<file path="config.mk">
export PLATFORM = sky130hd
export DESIGN_NAME = uet_top
export DESIGN_NICKNAME = d
export VERILOG_FILES = /design/src/common/uet_pkg.sv /design/src/rtl/uet_top.sv
export SDC_FILE = /design/constraint.sdc
export NUM_CORES = 1
export LEC_CHECK = 0
export ABC_AREA = 1
export BUFFER_PORTS_ARGS = -buffer_cell sky130_fd_sc_hd__buf_2
export CAP_MARGIN = 40
export CORE_ASPECT_RATIO = 0.75
export CORE_MARGIN = 2
export CORE_UTILIZATION = 35
export CTS_CLUSTER_DIAMETER = 120
export DETAILED_ROUTE_END_ITERATION = 10
export GPL_TIMING_DRIVEN = 0
export MAX_ROUTING_LAYER = met4
export PLACE_DENSITY = 0.56
export RECOVER_POWER = 100
export SETUP_SLACK_MARGIN = 0.3
export SKIP_CTS_REPAIR_TIMING = 1
export SLEW_MARGIN = 20
export SYNTH_ARGS = -nofsm -noshare
export SYNTH_HDL_FRONTEND = slang
export SYNTH_SLANG_ARGS = --single-unit
</file>
<file path="constraint.sdc">
create_clock -name clk_sys_i -period 1.76 [get_ports clk_sys_i]
set_input_delay 0.264 -clock clk_sys_i [delete_from_list [all_inputs] [get_ports clk_sys_i]]
set_output_delay 0.264 -clock clk_sys_i [all_outputs]
set_load 0.1 [all_outputs]
</file>
<file path="src/common/uet_pkg.sv">
`default_nettype none
package uet_pkg;
  // ----------------------------------------------------------------
  // Register map (byte addresses)
  // ----------------------------------------------------------------
  localparam logic [7:0] UET_ADDR_CTRL_ONE = 8'h00; // control_reg_one
  localparam logic [7:0] UET_ADDR_CTRL_TWO = 8'h04; // control_reg_two
  localparam logic [7:0] UET_ADDR_STATUS   = 8'h08; // status_register
  localparam logic [7:0] UET_ADDR_DATA     = 8'h0C; // data_buffer_reg
  localparam logic [7:0] UET_ADDR_BAUD     = 8'h10; // baud_divisor

  // ----------------------------------------------------------------
  // control_reg_one fields
  // ----------------------------------------------------------------
  localparam int UET_C1_UART_ENABLE = 7;
  localparam int UET_C1_WORD_LENGTH = 6;
  localparam int UET_C1_PARITY_EN   = 5;
  localparam int UET_C1_PARITY_TYPE = 4;
  localparam int UET_C1_STOP_COUNT  = 3;
  localparam int UET_C1_TX_NINTH    = 0;
  // control_reg_two fields
  localparam int UET_C2_TX_ENABLE   = 7;
  localparam int UET_C2_RX_ENABLE   = 6;
  localparam int UET_C2_BAUD_HIGH   = 5;
  localparam int UET_C2_ADDR_DETECT = 4;
  localparam int UET_C2_SEND_BREAK  = 3;
  localparam int UET_C2_TX_EMPTY_IE = 0;
  // status_register fields
  localparam int UET_ST_TX_BUF_EMPTY = 0;
  localparam int UET_ST_TX_IDLE      = 1;
  localparam int UET_ST_RX_IDLE      = 2;

  // ----------------------------------------------------------------
  // Reset values and timing
  // ----------------------------------------------------------------
  localparam logic [7:0] UET_CTRL_ONE_RST = 8'h00;
  localparam logic [7:0] UET_CTRL_TWO_RST = 8'h00;
  localparam logic [7:0] UET_BAUD_RST     = 8'h00;
  localparam logic [5:0] UET_PRESC_LOW    = 6'h3F; // 64 clocks per step
  localparam logic [5:0] UET_PRESC_HIGH   = 6'h0F; // 16 clocks per step
  localparam logic [3:0] UET_BITS_8       = 4'h8;
  localparam logic [3:0] UET_BITS_9       = 4'h9;

  // Frame format captured at load time
  typedef struct packed {
    logic       word9;
    logic       par_en;
    logic       par_odd;
    logic       two_stop;
  } uet_fmt_t;
endpackage
`default_nettype wire

</file>
<file path="src/rtl/uet_top.sv">
`timescale 1ns/1ns
`default_nettype none
module uet_top (
  // Clock and reset
  input  wire logic        clk_sys_i,
  input  wire logic        rst_n_i,
  // APB slave
  input  wire logic        psel_i,
  input  wire logic        penable_i,
  input  wire logic        pwrite_i,
  input  wire logic [7:0]  paddr_i,
  input  wire logic [31:0] pwdata_i,
  output logic [31:0]      prdata_o,
  output logic             pready_o,
  output logic             pslverr_o,
  // Serial pins
  output logic             tx_o,
  output logic             tx_oe_o,
  output logic             rx_pin_sel_o,
  // Interrupt request
  output logic             irq_o
);
  import uet_pkg::*;

  // ----------------------------------------------------------------
  // Types and state
  // ----------------------------------------------------------------
  typedef enum logic [4:0] {
    UET_IDLE   = 5'b00001,
    UET_START  = 5'b00010,
    UET_DATA   = 5'b00100,
    UET_PARITY = 5'b01000,
    UET_STOP   = 5'b10000
  } uet_state_t;

  uet_state_t  state;          // Transmit sequencer
  uet_state_t  next_state;     // Next sequencer state
  logic [7:0]  ctrl_one;       // control_reg_one
  logic [7:0]  ctrl_two;       // control_reg_two
  logic [7:0]  baud_div;       // baud_divisor
  logic [7:0]  data_buf;       // data_buffer_reg holding
  logic        buf_full;       // Buffer holds a word
  logic        tx_idle_flag;   // Frame complete flag
  logic        status_armed;   // Status read seen
  logic [8:0]  transmit_shift_register;            // transmit_shift_register
  logic [3:0]  bit_cnt;        // Data bits sent
  logic        stop_cnt;       // Stop bits sent
  logic        par_bit;        // Parity for this frame
  uet_fmt_t    fmt;            // Format of current frame
  logic [5:0]  presc;          // Baud prescaler
  logic [7:0]  baud_cnt;       // Baud divisor counter
  logic [31:0] rdata;          // Read data register

  // ----------------------------------------------------------------
  // Decode
  // ----------------------------------------------------------------
  wire         uart_enable   = ctrl_one[UET_C1_UART_ENABLE];
  wire         tx_enable     = ctrl_two[UET_C2_TX_ENABLE];
  wire         rx_enable     = ctrl_two[UET_C2_RX_ENABLE];
  wire         tx_buffer_empty_flag = ~buf_full;
  wire         setup_ph      = psel_i & ~penable_i;
  wire         access_ph     = psel_i & penable_i;
  wire         hit_c1        = paddr_i == UET_ADDR_CTRL_ONE;
  wire         hit_c2        = paddr_i == UET_ADDR_CTRL_TWO;
  wire         hit_st        = paddr_i == UET_ADDR_STATUS;
  wire         hit_dt        = paddr_i == UET_ADDR_DATA;
  wire         hit_bd        = paddr_i == UET_ADDR_BAUD;
  wire         hit_any       = hit_c1 | hit_c2 | hit_st | hit_dt | hit_bd;
  wire         wr_c1         = access_ph & pwrite_i & hit_c1;
  wire         wr_c2         = access_ph & pwrite_i & hit_c2;
  wire         wr_bd         = access_ph & pwrite_i & hit_bd;
  wire         wr_dt         = access_ph & pwrite_i & hit_dt;
  wire         rd_st         = access_ph & ~pwrite_i & hit_st;
  // Write accepted only after a status read and while empty
  wire         wr_accept     = wr_dt & status_armed & tx_buffer_empty_flag & uart_enable;
  wire         tx_run        = uart_enable & tx_enable;
  wire         is_idle       = state == UET_IDLE;
  // Load shifter from idle: direct write or waiting buffer
  wire         load_idle     = tx_run & is_idle & (wr_accept | buf_full);
  wire [7:0]   load_byte     = buf_full ? data_buf : pwdata_i[7:0];

  // Baud tick: (N+1) steps of 16 or 64 clocks
  wire [5:0]   presc_lim     = ctrl_two[UET_C2_BAUD_HIGH] ? UET_PRESC_HIGH : UET_PRESC_LOW;
  wire         presc_end     = presc == presc_lim;
  wire         tick          = presc_end & (baud_cnt == baud_div);

  // Format from control_reg_one
  wire         word9         = ctrl_one[UET_C1_WORD_LENGTH];
  wire [3:0]   word_bits     = word9 ? UET_BITS_9 : UET_BITS_8;
  // Parity takes the place of the last bit
  wire [3:0]   word_bits_f   = fmt.word9 ? UET_BITS_9 : UET_BITS_8;
  wire [3:0]   data_bits     = fmt.par_en ? word_bits_f - 4'h1 : word_bits_f;
  // Ninth bit is the MSB, taken from UET_C1_TX_NINTH and sent only when the word length is 9
  wire [8:0]   load_word     = {ctrl_one[UET_C1_TX_NINTH] & word9, load_byte};
  wire         par_en_now    = ctrl_one[UET_C1_PARITY_EN];
  wire [3:0]   load_dbits    = par_en_now ? word_bits - 4'h1 : word_bits;
  wire         last_data     = bit_cnt == data_bits - 4'h1;
  wire         frame_done    = tick & (state == UET_STOP) & (stop_cnt | ~fmt.two_stop);
  wire         load_next     = frame_done & buf_full & tx_run;
  wire         load_any      = load_idle | load_next;

  // Parity over the data bits actually sent
  logic [8:0]  par_mask;
  logic        load_par;
  always_comb begin
    par_mask = 9'h000;
    for (int i = 0; i < 9; i++) begin
      par_mask[i] = 4'(i) < load_dbits;
    end
    load_par = (^(load_word & par_mask)) ^ ctrl_one[UET_C1_PARITY_TYPE];
  end

  // ----------------------------------------------------------------
  // Transmit sequencer
  // ----------------------------------------------------------------
  // Next state, one bit per tick
  always_comb begin
    next_state = state;
    unique case (state)
      UET_IDLE: begin
        if (load_idle) begin
          next_state = UET_START;
        end
      end
      UET_START: begin
        if (tick) begin
          next_state = UET_DATA;
        end
      end
      UET_DATA: begin
        if (tick & last_data) begin
          next_state = fmt.par_en ? UET_PARITY : UET_STOP;
        end
      end
      UET_PARITY: begin
        if (tick) begin
          next_state = UET_STOP;
        end
      end
      UET_STOP: begin
        if (frame_done) begin
          next_state = load_next ? UET_START : UET_IDLE;
        end
      end
      default: begin
        next_state = UET_IDLE;
      end
    endcase
  end

  // Sequencer register; enables off abort at once
  always_ff @(posedge clk_sys_i or negedge rst_n_i) begin
    if (!rst_n_i) begin
      state <= UET_IDLE;
    end else if (!tx_run) begin
      state <= UET_IDLE;
    end else begin
      state <= next_state;
    end
  end

  // Shifter, counters and captured format
  always_ff @(posedge clk_sys_i or negedge rst_n_i) begin
    if (!rst_n_i) begin
      transmit_shift_register      <= 9'h000;
      bit_cnt  <= 4'h0;
      stop_cnt <= 1'b0;
      par_bit  <= 1'b0;
      fmt      <= '0;
    end else if (load_any) begin
      // Capture word and format together
      transmit_shift_register      <= load_next ? {ctrl_one[UET_C1_TX_NINTH] & word9, data_buf} : load_word;
      bit_cnt  <= 4'h0;
      stop_cnt <= 1'b0;
      par_bit  <= load_par;
      fmt      <= '{word9, par_en_now, ctrl_one[UET_C1_PARITY_TYPE], ctrl_one[UET_C1_STOP_COUNT]};
    end else if (tick) begin
      if (state == UET_DATA) begin
        transmit_shift_register     <= {1'b0, transmit_shift_register[8:1]};
        bit_cnt <= bit_cnt + 4'h1;
      end
      if (state == UET_STOP) begin
        stop_cnt <= 1'b1;
      end
    end
  end

  // Line level, registered
  always_ff @(posedge clk_sys_i or negedge rst_n_i) begin
    if (!rst_n_i) begin
      tx_o <= 1'b1;
    end else if (!tx_run) begin
      // Abort lifts the line on the next clock, not after the sequencer
      tx_o <= 1'b1;
    end else begin
      unique case (state)
        UET_START:  tx_o <= 1'b0;
        UET_DATA:   tx_o <= transmit_shift_register[0];
        UET_PARITY: tx_o <= par_bit;
        default:    tx_o <= 1'b1;
      endcase
    end
  end

  // ----------------------------------------------------------------
  // Baud generator
  // ----------------------------------------------------------------
  // Restarts on a load from idle so the start bit is whole
  always_ff @(posedge clk_sys_i or negedge rst_n_i) begin
    if (!rst_n_i) begin
      presc    <= 6'h00;
      baud_cnt <= 8'h00;
    end else if (!uart_enable | load_idle) begin
      presc    <= 6'h00;
      baud_cnt <= 8'h00;
    end else if (presc_end) begin
      presc    <= 6'h00;
      baud_cnt <= tick ? 8'h00 : baud_cnt + 8'h01;
    end else begin
      presc    <= presc + 6'h01;
    end
  end

  // ----------------------------------------------------------------
  // Data buffer and flags
  // ----------------------------------------------------------------
  // Buffer fill and drain
  always_ff @(posedge clk_sys_i or negedge rst_n_i) begin
    if (!rst_n_i) begin
      buf_full <= 1'b0;
      data_buf <= 8'h00;
    end else if (!uart_enable) begin
      buf_full <= 1'b0;
    end else if (wr_accept & ~load_idle) begin
      buf_full <= 1'b1;
      data_buf <= pwdata_i[7:0];
    end else if (load_any) begin
      buf_full <= 1'b0;
    end
  end

  // Idle flag: frame end sets, accepted write clears, set wins
  always_ff @(posedge clk_sys_i or negedge rst_n_i) begin
    if (!rst_n_i) begin
      tx_idle_flag <= 1'b1;
    end else if (!uart_enable) begin
      tx_idle_flag <= 1'b1;
    end else if (frame_done) begin
      tx_idle_flag <= 1'b1;
    end else if (wr_accept) begin
      tx_idle_flag <= 1'b0;
    end
  end

  // Status read arms the clearing write
  always_ff @(posedge clk_sys_i or negedge rst_n_i) begin
    if (!rst_n_i) begin
      status_armed <= 1'b0;
    end else if (rd_st) begin
      status_armed <= 1'b1;
    end else if (wr_dt | !uart_enable) begin
      status_armed <= 1'b0;
    end
  end

  // ----------------------------------------------------------------
  // Control registers
  // ----------------------------------------------------------------
  // Disable clears only enables and break; rest kept
  always_ff @(posedge clk_sys_i or negedge rst_n_i) begin
    if (!rst_n_i) begin
      ctrl_one <= UET_CTRL_ONE_RST;
      ctrl_two <= UET_CTRL_TWO_RST;
      baud_div <= UET_BAUD_RST;
    end else begin
      if (wr_c1) begin
        ctrl_one <= pwdata_i[7:0];
      end
      if (wr_bd) begin
        baud_div <= pwdata_i[7:0];
      end
      if (!uart_enable) begin
        ctrl_two[UET_C2_TX_ENABLE]  <= 1'b0;
        ctrl_two[UET_C2_RX_ENABLE]  <= 1'b0;
        ctrl_two[UET_C2_SEND_BREAK] <= 1'b0;
        if (wr_c2) begin
          ctrl_two[UET_C2_BAUD_HIGH]   <= pwdata_i[UET_C2_BAUD_HIGH];
          ctrl_two[UET_C2_ADDR_DETECT] <= pwdata_i[UET_C2_ADDR_DETECT];
          ctrl_two[UET_C2_TX_EMPTY_IE] <= pwdata_i[UET_C2_TX_EMPTY_IE];
        end
      end else if (wr_c2) begin
        ctrl_two <= pwdata_i[7:0];
      end
    end
  end

  // ----------------------------------------------------------------
  // APB read data
  // ----------------------------------------------------------------
  // Receive flags stay cleared; receive idle stays set
  wire [7:0] status_val = {5'h00, 1'b1, tx_idle_flag, tx_buffer_empty_flag};
  wire [7:0] rd_mux     = hit_c1 ? ctrl_one :
                          hit_c2 ? ctrl_two :
                          hit_st ? status_val :
                          hit_bd ? baud_div : 8'h00;

  // Read data captured in the setup cycle
  always_ff @(posedge clk_sys_i or negedge rst_n_i) begin
    if (!rst_n_i) begin
      rdata <= 32'h0000_0000;
    end else if (setup_ph & ~pwrite_i) begin
      rdata <= {24'h000000, rd_mux};
    end
  end

  // ----------------------------------------------------------------
  // Outputs
  // ----------------------------------------------------------------
  assign prdata_o     = rdata;
  assign pready_o     = 1'b1;
  assign pslverr_o    = access_ph & ~hit_any;
  assign tx_oe_o      = tx_run;
  assign rx_pin_sel_o = uart_enable & rx_enable;
  assign irq_o        = uart_enable & tx_buffer_empty_flag & ctrl_two[UET_C2_TX_EMPTY_IE];
endmodule
`default_nettype wire

</file>
==> summary.txt <==
Floorplan
  • I/O Pins: 83
  • Rows: 35
  • Die Ht: 103 um
  • Initial Util: 0.364
  • Placeable Area: 12400 um^2
  • Die Wd: 135 um
  • Die Area: 13900 um^2

Worst hold path
  • Hold Crit Start: pwrite_i
  • Worst Hold Class: input pin to flop

Route
  • Drt pass-1 iters: 6
  • DRT antenna net count: 0
  • Total wire length: 12.6 mm
  • Wirelength per Cell: 14.7 um
  • Via count: 4194
  • Drt drc: 0
  • Vias per cell: 4.88
  • 1st-iter DRT viols: 262

Layout
  • Fillers: 1217
  • Layout cells sized above 1: 0.276
  • Finished Cell Area: 6010 um^2
  • Ant diodes: 0
  • Area grow syn2layout: 32.6%
  • Area of the multi-input gates: 2330 um^2
  • Layout Nets: 740
  • Area occupied by registers: 2030 um^2

Timing
  • Final WS setup: -208 ps
  • Fin. max-slew vios: 0
  • Slew HR: 0.206
  • Worst slew pin tran: 1190 ps
  • Fmax: 508 MHz
  • Min Hold Slack: 145 ps
  • Crit path time final: 1970 ps
  • RSZ-0062 raised after global routing: true
  • Period utilization: 1.12
  • Sum Neg Setup Slack: -4000 ps
  • Final Skew: 7.69 ps
  • Final hold vios: 0
  • Final setup vio count: 36

Synth
  • Gate Count Post-Synth: 586
  • Main synth FF type: dfrtp_1
  • Library cells used by synthesis: 38
  • Yosys reg bits: 81
  • Synth top cells by count: nand2_1, dfrtp_1, inv_1
  • Sequential area share after synthesis: 0.448
  • Synth area leaders: dfrtp_1, nand2_1, o21ai_0, inv_1, buf_4
  • Area share of the largest cell type after synthesis: 0.431
  • Synthesized area per cell: 7.73 um^2
  • Async SR Flop Fraction: 1.00
  • Synth area leader: dfrtp_1
  • Post-synth EDFFs: 0
  • Syn. warnings: 0
  • Dominant cell by count in the synthesized netlist: nand2_1
  • Mapped Area: 4530 um^2

Pwr
  • Tot Pwr: 4.36 mW
  • Pint: 2.99 mW
  • Seq pwr share: 0.434
  • Psw: 1.37 mW
  • Sw Share: 0.314
  • Clock group share of total power: 0.436
  • Peak supply drop: 602 uV
  • Leak: 2.86 nW
  • Comb power frac: 0.130
  • Power Dens Cells: 725 nW/um^2

Global route
  • First-pass GRT wire length: 19.0 mm
  • Total gr overflow: 0
  • Largest net degree at the start of global routing: 45
  • Number of global-route vias before repair: 3752
  • Initial antenna violation count: 0
  • Overall routing resource usage: 0.183

Clocking
  • Root Buffer: clkbuf_16
  • CTS Buffer Depth: 2
  • Worst-path clk slew: 70 ps
  • CTS buffer count: 9
  • H-tree Lvls: 3
  • Worst skew pair latency: 350 ps
  • CTS tree: yes
  • Number of clock sinks: 81

Setup path
  • CP endpoint kind: flop
  • Crit path from: presc[0]$_DFF_PN0_
  • CP Data Arrival Time: 2240 ps
  • Worst Setup Start Kind: flop
  • Worst path required time: 2030 ps
  • Setup CP Type: flop to flop
  • Reg2reg start: presc[0]$_DFF_PN0_
  • Max FO, Critical Path: 7

Placed design
  • PortBufs: 33
  • DP Area: 5070 um^2
  • Final estimated routing congestion in global placement: 0.838
  • Hpwl dp: 8.78 mm

Run status
  • Status: finished, violations left
  • Failing checks: setup timing

Job
  • Max-cap violations: 0
worst paths after layout:
| kind | to | cells past startpoint | slack [ps] |
|---|---|---|---|
| worst max-delay path | par_bit$_DFFE_PN0P_ | 12 | -210 |
| worst min-delay path | status_armed$_DFFE_PN0P_ | 2 | 150 |
| worst max register to register | par_bit$_DFFE_PN0P_ | 12 | -210 |
| worst min register to register | prdata_o[6]$_DFFE_PN0P_ | 2 | 490 |
| max in group asynchronous | tx_idle_flag$_DFFE_PN1P_ | 3 | 200 |
| min in group asynchronous | presc[4]$_DFF_PN0_ | 2 | 710 |
power groups by stage:
stage / Clock [mW] / Sequential [mW] / Combinational, mW
floorplan: 0 / 1.98 / 0.377
global placement: 0 / 1.92 / 0.539
detailed placement: 0 / 1.92 / 0.548
CTS: 1.92 / 1.89 / 0.548
global route: 2.00 / 1.89 / 0.605
finish: 1.90 / 1.89 / 0.568
cells by family (layout without fill, tap and decap cells):
group,Yosys count,in the layout,synth area share
AO/OA/AOI/OAI,88,88,0.104
XOR/XNOR,20,20,0.0387
adder cells (fa/ha/maj),7,7,0.0193
buffers and inverters,111,195,0.119
flip-flops,81,81,0.448
other,2,25,0.00166
AND/OR/NAND/NOR,277,277,0.269
state kept, by name (all words and copies together) (netlist names), 3 cells and up:
register	cells
baud_cnt	8
data_buf	8
ctrl_one	8
bit_cnt	4
prdata_o	8
state	5
transmit_shift_register	9
ctrl_two	8
baud_div	8
presc	6
fmt	3
worst max-delay path, cell delays in order, from the launching register on:
cell and delay (ps):
dfrtp_1 410, ha_4 170, nand2_4 50, nor2_4 120, nand2_2 80, nor2_4 200
nand3_2 130, nor2_4 130, nand4_4 150, nand2_8 170, clkbuf_16 150, nor2_2 30
a21oi_2 100
layout make-up:
cell class / instances / area share
Tap cell: 166 / 0.0346
Clock inverter: 7 / 0.0114
Timing Repair Buffer: 68 / 0.0908
Sequential cell: 81 / 0.338
Multi-Input combinational cell: 417 / 0.388
Inverter: 73 / 0.0485
Buffer: 38 / 0.0508
Clock buffer: 9 / 0.0375
metrics by stage:
stage | std cells | worst slack (ps) | util
final | 859 | -208 | 0.483
after global routing | 859 | -326 | 0.483
after CTS | 825 | -351 | 0.431
after detailed placement | 809 | -329 | 0.408
after global placement | 808 | -277 | 0.406
after floorplan | 609 | 16.6 | -
layer usage:
layer | wire [um] | global-route usage
met1 | 6060 | 0.261
met2 | 5720 | 0.264
met5 | 0 | -
met4 | 142 | 0.0457
met3 | 702 | 0.0413
cells in the final DEF, fill, tap and decap left out, types with 5 or more instances in the layout:
cell type	instances
o21ai_1	6
o21ai_0	39
a21oi_1	13
xor2_1	9
dfrtp_1	76
o21ai_2	15
conb_1	25
nor2_4	12
xnor2_1	11
nor3_1	7
clkbuf_1	7
buf_6	10
nor2_1	29
nand3_1	30
nand2_2	11
clkbuf_2	11
nand4_1	20
inv_1	66
buf_2	17
nand2_4	5
nand3_2	6
clkbuf_16	11
buf_4	49
ha_1	6
nor2_2	7
nand2_1	140
No activity file was read; power rests on OpenSTA's default activity.
